--- src/rtl/esli_pkg.sv ---
// Behaviour
// [RULE1] Events and alarms set latched status bits.
// [RULE2] Latched bit holds until read, then clears.
// [RULE3] Read cannot clear a still-present alarm bit.
// [RULE4] Written ones refresh readable bits; zeros hold.
// [RULE5] Host writes mask, reads, writes masked result.
// [RULE6] Synchronizer status is live and read-only.
// [RULE7] Masked status flags pull interrupt output low.
// [RULE8] Alarm change either way raises an interrupt.
// [RULE9] Reading alarm bit releases its interrupt.
// [RULE10] Event raises interrupt; reading bit releases it. Receive information events latch but raise none.
// [RULE11] Transmit store full/empty latch bits 7/6.
// [RULE12] Receive store full/empty latch bits 4/3.
// [RULE13] Jitter FIFO near limit latches bit 5.
// [RULE14] CRC resync criterion met latches bit 2.
// [RULE15] Frame alignment resync criterion latches bit 1.
// [RULE16] Signaling multiframe resync criterion latches bit 0.
// [RULE17] Sync counter bits 5,4,3,2,0 shown; bit 1 hidden.
// [RULE18] Bits 2..0 show three search-active flags.
// [RULE19] Counter counts timeouts, clears on lock/disable.
// [RULE20] Reset clears all flags; interrupt output high.
package esli_pkg;
    localparam logic [7:0] ESLI_OFF_SR_A = 8'h06;
    localparam logic [7:0] ESLI_OFF_SR_B = 8'h07;
    localparam logic [7:0] ESLI_OFF_RIR = 8'h08;
    localparam logic [7:0] ESLI_OFF_SSR = 8'h1E;
    localparam logic [7:0] ESLI_OFF_IMR_A = 8'h16;
    localparam logic [7:0] ESLI_OFF_IMR_B = 8'h17;
    localparam logic [7:0] ESLI_OFF_HDLC_IRQ_MASK = 8'h18;
    localparam logic [7:0] ESLI_RST_STATUS = 8'h00;
    localparam logic [7:0] ESLI_RST_MASK = 8'h00;
    localparam logic [7:0] ESLI_RST_RDATA = 8'h00;
    localparam int ESLI_CNT_W = 6;
    localparam logic [5:0] ESLI_RST_COUNT = 6'h00;
    // Status register a: bits 3..0 are alarms, bits 7..4 events.
    localparam logic [7:0] ESLI_SR_A_ALARMS = 8'h0F;
    localparam int ESLI_RIR_TX_FULL = 7;
    localparam int ESLI_RIR_TX_EMPTY = 6;
    localparam int ESLI_RIR_JIT_TRIP = 5;
    localparam int ESLI_RIR_RX_FULL = 4;
    localparam int ESLI_RIR_RX_EMPTY = 3;
    localparam int ESLI_RIR_CRC_RESYNC = 2;
    localparam int ESLI_RIR_FAS_RESYNC = 1;
    localparam int ESLI_RIR_CAS_RESYNC = 0;
    localparam int ESLI_SSR_CNT_LSB = 3;
    localparam int ESLI_SSR_FAS_SRCH = 2;
    localparam int ESLI_SSR_CAS_SRCH = 1;
    localparam int ESLI_SSR_CRC_SRCH = 0;
endpackage

--- src/rtl/esli_cell.sv ---
`timescale 1ns/1ps
// One latched status bit with its read-back copy and interrupt source.
module esli_cell #(
    parameter bit IS_ALARM = 1'b0
) (
    // Clock and reset
    input wire logic sys_clk,
    input wire logic rst_n,
    // Condition: event pulse, or alarm level when IS_ALARM
    input wire logic cond,
    // Host side
    input wire logic refresh,
    input wire logic rd_clr,
    // State out
    output logic latch,
    output logic held,
    output logic irq
);
    typedef struct packed {
        logic latch;
        logic held;
        logic irq;
        logic prev;
    } esli_cell_t;

    esli_cell_t st_q;
    esli_cell_t st_d;
    logic chg;

    always_comb
    begin
        st_d = st_q;
        chg = IS_ALARM ? (cond ^ st_q.prev) : cond;
        // A set in the clearing cycle wins; a present alarm stays set.
        st_d.latch = cond | (st_q.latch & ~rd_clr); // [RULE1] [RULE2] [RULE3]
        if (refresh)
        begin
            st_d.held = st_q.latch; // [RULE4]
        end
        st_d.irq = chg | (st_q.irq & ~rd_clr); // [RULE8] [RULE9] [RULE10]
        st_d.prev = cond;
    end

    always_ff @(posedge sys_clk)
    begin
        if (!rst_n)
        begin
            st_q <= '0; // [RULE20]
        end
        else
        begin
            st_q <= st_d;
        end
    end

    assign latch = st_q.latch;
    assign held = st_q.held;
    assign irq = st_q.irq;
endmodule

--- src/rtl/esli_status.sv ---
`timescale 1ns/1ps
// Status, information and synchronizer status registers of the framer.
// The host port is sampled on sys_clk; strobes last one cycle each.
module esli_status #(
    parameter int CNT_W = esli_pkg::ESLI_CNT_W
) (
    // Clock and reset
    input wire logic sys_clk,
    input wire logic rst_n,
    // Host parallel port
    input wire logic [7:0] host_addr,
    input wire logic host_wr,
    input wire logic host_rd,
    input wire logic [7:0] host_wdata,
    output logic [7:0] host_rdata,
    output logic int_n,
    // Status register a: events 7..4, alarm levels 3..0
    input wire logic [7:0] sr_a_cond,
    // Status register b events
    input wire logic [7:0] sr_b_event,
    // Receive information events
    input wire logic tx_estore_full,
    input wire logic tx_estore_empty,
    input wire logic jitter_fifo_limit_trip,
    input wire logic rx_estore_full,
    input wire logic rx_estore_empty,
    input wire logic crc_resync_met,
    input wire logic frame_align_resync_met,
    input wire logic signaling_mf_resync_met,
    // HDLC status flags, latched inside the HDLC block
    input wire logic [7:0] hdlc_status_reg,
    // Synchronizer
    input wire logic frame_align_search_active,
    input wire logic signaling_mf_search_active,
    input wire logic crc_mf_search_active,
    input wire logic crc_mf_timeout,
    input wire logic crc_level_sync,
    input wire logic crc4_mode_en
);
    typedef struct packed {
        logic [7:0] irq_mask_a;
        logic [7:0] irq_mask_b;
        logic [7:0] hdlc_irq_mask;
        logic [7:0] sel_a;
        logic [7:0] sel_b;
        logic [7:0] sel_r;
        logic [CNT_W-1:0] cnt;
        logic [7:0] rdata;
        logic int_n;
    } esli_state_t;

    esli_state_t st_q;
    esli_state_t st_d;

    logic wr_a;
    logic wr_b;
    logic wr_r;
    logic rd_a;
    logic rd_b;
    logic rd_r;
    logic [7:0] rir_event;
    logic [7:0] latch_a;
    logic [7:0] latch_b;
    logic [7:0] latch_r;
    logic [7:0] held_a;
    logic [7:0] held_b;
    logic [7:0] held_r;
    logic [7:0] irq_a;
    logic [7:0] irq_b;
    logic [7:0] irq_r;
    logic [7:0] ssr_val;
    logic pend;

    assign wr_a = host_wr && (host_addr == esli_pkg::ESLI_OFF_SR_A);
    assign wr_b = host_wr && (host_addr == esli_pkg::ESLI_OFF_SR_B);
    assign wr_r = host_wr && (host_addr == esli_pkg::ESLI_OFF_RIR);
    assign rd_a = host_rd && (host_addr == esli_pkg::ESLI_OFF_SR_A);
    assign rd_b = host_rd && (host_addr == esli_pkg::ESLI_OFF_SR_B);
    assign rd_r = host_rd && (host_addr == esli_pkg::ESLI_OFF_RIR);

    always_comb
    begin
        rir_event = '0;
        rir_event[esli_pkg::ESLI_RIR_TX_FULL] = tx_estore_full; // [RULE11]
        rir_event[esli_pkg::ESLI_RIR_TX_EMPTY] = tx_estore_empty; // [RULE11]
        rir_event[esli_pkg::ESLI_RIR_JIT_TRIP] = jitter_fifo_limit_trip; // [RULE13]
        rir_event[esli_pkg::ESLI_RIR_RX_FULL] = rx_estore_full; // [RULE12]
        rir_event[esli_pkg::ESLI_RIR_RX_EMPTY] = rx_estore_empty; // [RULE12]
        rir_event[esli_pkg::ESLI_RIR_CRC_RESYNC] = crc_resync_met; // [RULE14]
        rir_event[esli_pkg::ESLI_RIR_FAS_RESYNC] = frame_align_resync_met; // [RULE15]
        rir_event[esli_pkg::ESLI_RIR_CAS_RESYNC] = signaling_mf_resync_met; // [RULE16]
    end

    // A read clears only the bits that the preceding write selected.
    for (genvar i = 0; i < 8; i++)
    begin : g_bits
        esli_cell #(
            .IS_ALARM(esli_pkg::ESLI_SR_A_ALARMS[i])
        ) u_a (
            .sys_clk(sys_clk),
            .rst_n(rst_n),
            .cond(sr_a_cond[i]),
            .refresh(wr_a && host_wdata[i]),
            .rd_clr(rd_a && st_q.sel_a[i]),
            .latch(latch_a[i]),
            .held(held_a[i]),
            .irq(irq_a[i])
        );
        esli_cell #(
            .IS_ALARM(1'b0)
        ) u_b (
            .sys_clk(sys_clk),
            .rst_n(rst_n),
            .cond(sr_b_event[i]),
            .refresh(wr_b && host_wdata[i]),
            .rd_clr(rd_b && st_q.sel_b[i]),
            .latch(latch_b[i]),
            .held(held_b[i]),
            .irq(irq_b[i])
        );
        esli_cell #(
            .IS_ALARM(1'b0)
        ) u_r (
            .sys_clk(sys_clk),
            .rst_n(rst_n),
            .cond(rir_event[i]),
            .refresh(wr_r && host_wdata[i]),
            .rd_clr(rd_r && st_q.sel_r[i]),
            .latch(latch_r[i]),
            .held(held_r[i]),
            .irq()
        );
    end

    // Counter bit 1 is kept but never shown.
    assign ssr_val = {st_q.cnt[5:2], st_q.cnt[0], // [RULE17]
        frame_align_search_active, signaling_mf_search_active, // [RULE18]
        crc_mf_search_active}; // [RULE6]

    assign irq_r = '0;
    assign pend = |(irq_a & st_q.irq_mask_a) | |(irq_b & st_q.irq_mask_b)
        | |(hdlc_status_reg & st_q.hdlc_irq_mask);

    always_comb
    begin
        st_d = st_q;
        st_d.int_n = ~pend; // [RULE7]
        if (wr_a)
        begin
            st_d.sel_a = host_wdata;
        end
        if (wr_b)
        begin
            st_d.sel_b = host_wdata;
        end
        if (wr_r)
        begin
            st_d.sel_r = host_wdata;
        end
        if (host_wr)
        begin
            unique case (host_addr)
                esli_pkg::ESLI_OFF_IMR_A: st_d.irq_mask_a = host_wdata;
                esli_pkg::ESLI_OFF_IMR_B: st_d.irq_mask_b = host_wdata;
                esli_pkg::ESLI_OFF_HDLC_IRQ_MASK: st_d.hdlc_irq_mask = host_wdata;
                default: st_d.sel_a = st_d.sel_a;
            endcase
        end
        if (host_rd)
        begin
            unique case (host_addr)
                esli_pkg::ESLI_OFF_SR_A: st_d.rdata = held_a;
                esli_pkg::ESLI_OFF_SR_B: st_d.rdata = held_b;
                esli_pkg::ESLI_OFF_RIR: st_d.rdata = held_r;
                esli_pkg::ESLI_OFF_SSR: st_d.rdata = ssr_val; // [RULE6]
                esli_pkg::ESLI_OFF_IMR_A: st_d.rdata = st_q.irq_mask_a;
                esli_pkg::ESLI_OFF_IMR_B: st_d.rdata = st_q.irq_mask_b;
                esli_pkg::ESLI_OFF_HDLC_IRQ_MASK: st_d.rdata = st_q.hdlc_irq_mask;
                default: st_d.rdata = esli_pkg::ESLI_RST_RDATA;
            endcase
        end
        if (!crc4_mode_en || crc_level_sync)
        begin
            st_d.cnt = esli_pkg::ESLI_RST_COUNT; // [RULE19]
        end
        else if (crc_mf_timeout)
        begin
            st_d.cnt = st_q.cnt + 1'b1; // [RULE19]
        end
    end

    always_ff @(posedge sys_clk)
    begin
        if (!rst_n)
        begin
            st_q.irq_mask_a <= esli_pkg::ESLI_RST_MASK;
            st_q.irq_mask_b <= esli_pkg::ESLI_RST_MASK;
            st_q.hdlc_irq_mask <= esli_pkg::ESLI_RST_MASK;
            st_q.sel_a <= esli_pkg::ESLI_RST_STATUS;
            st_q.sel_b <= esli_pkg::ESLI_RST_STATUS;
            st_q.sel_r <= esli_pkg::ESLI_RST_STATUS;
            st_q.cnt <= esli_pkg::ESLI_RST_COUNT;
            st_q.rdata <= esli_pkg::ESLI_RST_RDATA;
            st_q.int_n <= 1'b1; // [RULE20]
        end
        else
        begin
            st_q <= st_d;
        end
    end

    assign host_rdata = st_q.rdata;
    assign int_n = st_q.int_n;
endmodule

--- config.mk ---
export PLATFORM = sky130hd
export DESIGN_NAME = esli_status
export DESIGN_NICKNAME = d
export VERILOG_FILES = /design/src/rtl/esli_pkg.sv /design/src/rtl/esli_cell.sv /design/src/rtl/esli_status.sv
export SDC_FILE = /design/constraint.sdc
export NUM_CORES = 1
export LEC_CHECK = 0
export BUFFER_PORTS_ARGS = -buffer_cell sky130_fd_sc_hd__buf_2
export CAP_MARGIN = 10
export CORE_ASPECT_RATIO = 1.1
export CORE_MARGIN = 4
export CORE_UTILIZATION = 35
export CTS_BUF_LIST = sky130_fd_sc_hd__clkbuf_16
export DETAILED_ROUTE_END_ITERATION = 7
export GPL_TIMING_DRIVEN = 0
export HOLD_SLACK_MARGIN = 0.02
export PLACE_DENSITY = 0.58
export SLEW_MARGIN = 20
export SYNTH_ARGS = -nofsm -noshare
export SYNTH_HDL_FRONTEND = slang
export SYNTH_SLANG_ARGS = --single-unit
--- constraint.sdc ---
create_clock -name sys_clk -period 3.1 [get_ports sys_clk]
set_clock_uncertainty 0.1 [all_clocks]
set_input_delay 0.62 -clock sys_clk [delete_from_list [all_inputs] [get_ports sys_clk]]
set_output_delay 0.62 -clock sys_clk [all_outputs]
set_load 0.005 [all_outputs]
==> flow_summary_export.csv <==
group,metric,value,unit
logic_synthesis,synth_mux_area_share,11.19,%
clock_tree,clk_latency,420,ps
logic_synthesis,yosys.area_share.adder,0.2173,%
drt,final_antenna_net_count,0,
pwr,powerDensity,573.9,mW/mm^2
logic_synthesis,avgSynthCellArea,10.08,um^2
global_routing,grt_max_degree,17,
global_routing,grt_use_total,19.80,%
pwr,ir_worst_vdd,364.9,uV
logic_synthesis,synth_compound_area_share,19.21,%
die,fp.dieW,130.3,um
timing,slew_headroom,50.76,%
job,cap_viol_max_count,0,
clock_tree,post-cts-setup-buffer-count,0,
global_routing,grt_pass1_vias,4707,
die,rows,48,
drt,drc,0,
critical_path,crit_end,"st_q[31]$_SDFFE_PN0P_",
die,ios,67,
drt,wl,17.88,mm
finish,nets,714,
finish,final_common_cell,"dfxtp_1",
clock_tree,ctsResizeCount,0,
timing,rsz0062_at_grt,"false",
critical_path,cp-start-kind,"primary input",
die,dieHeight,142.5,um
timing,drv_slew,0,
timing,finalSetupTns,0,ps
logic_synthesis,ys_types,50,
timing,hold_slack,304.7,ps
critical_path,cp_max_fo,10,
clock_tree,path_clk_slew,60,ps
timing,fmax,0.4089,GHz
logic_synthesis,yosysSeqAreaShare,45.56,%
drt,firstDrtPassIters,4,
die,core_area,0.01592,mm^2
die,die_area,0.01857,mm^2
critical_path,end_kind,"flop",
critical_path,cp_data_required_time,3290,ps
logic_synthesis,synth_edf_count,0,
logic_synthesis,netlist_area,0.005757,mm^2
clock_tree,clock_sinks,131,
finish,final_cell_mix,"dfxtp_1, buf_2, mux2i_1",
finish,drive_above_1_share,18.56,%
critical_path,rr_worst_depth,4,
finish,area_growth,19.95,%
global_routing,antenna_found_initial,0,
place,routabilityCongestion,0.9220,
logic_synthesis,ys_seq_elements,131,
hold_path,hold_path_class,"primary input to flop",
die,start_util,36.17,%
critical_path,max_stage_delay,660,ps
logic_synthesis,ys.flop_type,"dfxtp_1",
clock_tree,htree_levels,4,
critical_path,path_cells,"buf_2 -> nor4b_1 -> clkbuf_1 -> nand3b_1 -> nand2_1 -> a21boi_0",
clock_tree,root_buffer,"clkbuf_16",
clock_tree,cts_inserted_buffers,17,
clock_tree,holdBufCountCts,0,
drt,vias_per_cell,5.450,
drt,vias,4731,
timing,fin_crit_sh,78.89,%
critical_path,slowest_stage,"nor4b_1",
critical_path,r2r-end,"host_rdata[0]$_SDFFE_PN0P_",
logic_synthesis,synth-xor-area-share,1.217,%
critical_path,cp.arrival,2640,ps
pwr,p_leak,2.861,nW
drt,drt_iter0_markers,421,
status,status,"completed",
critical_path,ff2ff_setup_slack,1650,ps
place,io_buffer_count,65,
critical_path,cp-startpoint,"host_addr[5]",
logic_synthesis,syn-num-nets,630,
critical_path,critical_path_class,"primary input to flop",
global_routing,grt_overflow,0,
timing,setup_viol,0,
global_routing,grt_pass1_wl,27.09,mm
logic_synthesis,async_flop_share,0,%
logic_synthesis,synthSimpleGateAreaFrac,18.24,%
timing,hold_viol_final,0,
logic_synthesis,synth_top_family_by_area,"compound AO/OA/AOI/OAI gates",
clock_tree,cts_tree,"yes",
critical_path,timing.rr.start,"st_q[39]$_SDFFE_PN0P_",
logic_synthesis,yosys_warnings,0,
drt,wl_per_cell,20.60,um
timing,tightest_slew,728.3,ps
finish,diodes,0,
timing,period_minus_slack,2446,ps
clock_tree,clk_path_buf_depth,2,
logic_synthesis,synthCells,571,
place,dp_hpwl,13.19,mm
==> synthesized netlist by cell type, drive strengths merged, types with 8 or more instances <==
master    n  area (um^2)
nand2    36        135.1
o21a     28        210.2
buf      23        142.6
a22oi    14        105.1
mux2i    61        610.6
nor2b    51        319.1
o21ai    22        110.1
dfxtp   131         2623
nand4b   25        219.0
inv       8        30.03
a31oi    12        75.07
clkbuf   21        78.83
a21boi   52        390.4
==> through the flow <==
| step | instance area [um^2] | setup slack (ps) | total power [mW] | cells | utilization, % |
|---|---|---|---|---|---|
| 3_5_place_dp | 6332 | 270.7 | 2.039 | 836 | 39.79 |
| 5_1_grt | 6905 | 556.4 | 4.089 | 868 | 43.39 |
| 3_3_place_gp | 6332 | 330.4 | 2.033 | 836 | 39.79 |
| 4_1_cts | 6905 | 698.3 | 3.990 | 868 | 43.39 |
| 6_report | 6905 | 654.3 | 3.963 | 868 | 43.39 |
| 2_1_floorplan | 5757 | 1050 | 1.914 | 571 | - |
==> flip-flops by register name, summed over array words and instances, names as in the netlist, 8 cells and up <==
register / flops
g_bits.u_a.held: 8
g_bits.u_a.irq: 8
g_bits.u_a.latch: 8
g_bits.u_b.held: 8
g_bits.u_b.irq: 8
g_bits.u_b.latch: 8
g_bits.u_r.held: 8
g_bits.u_r.latch: 8
host_rdata: 8
st_q: 49
==> critical path, delay by kind of cell <==
kind | cells | cell delay (ps)
compound gates | 1 | 120
buf+inv | 2 | 560
simple gates | 3 | 1330
==> cell families (layout without fill, tap and decap cells) <==
kind of cell | Yosys count | after routing
compound gates | 155 | 155
xor+xnor | 8 | 8
fa+ha+maj | 1 | 1
buf+inv | 52 | 149
flops | 131 | 131
mux | 64 | 64
simple gates | 160 | 160
==> final cells by class <==
| cell class | instances | area, um^2 |
|---|---|---|
| plain buffers | 44 | 221.5 |
| fillers | 1539 | 9010 |
| clock inverters | 15 | 147.6 |
| repair buffers | 65 | 325.3 |
| flip-flops and latches | 131 | 2623 |
| multi-input cells | 388 | 2883 |
| well taps | 200 | 250.2 |
| inverters | 8 | 30.03 |
| clock buffers | 17 | 425.4 |
==> report_power, final <==
group / internal [mW] / leakage, nW / switching [mW]
Sequential: 1.73 / 1.07 / 0.0297
Combinational: 0.106 / 1.51 / 0.142
Clock: 1.24 / 0.283 / 0.720
Total: 3.07 / 2.86 / 0.892
==> worst min path at each step <==
stage               cells after the start  slack (ps)                        from                        endpoint
floorplan                               2         330  host_rdata[0]$_SDFFE_PN0P_      host_rdata[0]$_SDFFE_PN0P_
global placement                        2         340  host_rdata[2]$_SDFFE_PN0P_      host_rdata[2]$_SDFFE_PN0P_
detailed placement                      2         350  host_rdata[2]$_SDFFE_PN0P_      host_rdata[2]$_SDFFE_PN0P_
CTS                                     2         290      frame_align_resync_met  g_bits[1].u_r.latch$_SDFF_PN0_
global route                            2         300             tx_estore_empty  g_bits[6].u_r.latch$_SDFF_PN0_
finish                                  2         300      frame_align_resync_met  g_bits[1].u_r.latch$_SDFF_PN0_
==> routing by layer <==
metal,track usage (%),part of all wire (%),vias up
met5,0,0,-
li1,-,-,2243
met1,26.33,45,2302
met2,31.55,47,155
met3,4.279,6.1,31
met4,7.276,2.4,0
No activity file was read; power rests on OpenSTA's default activity.
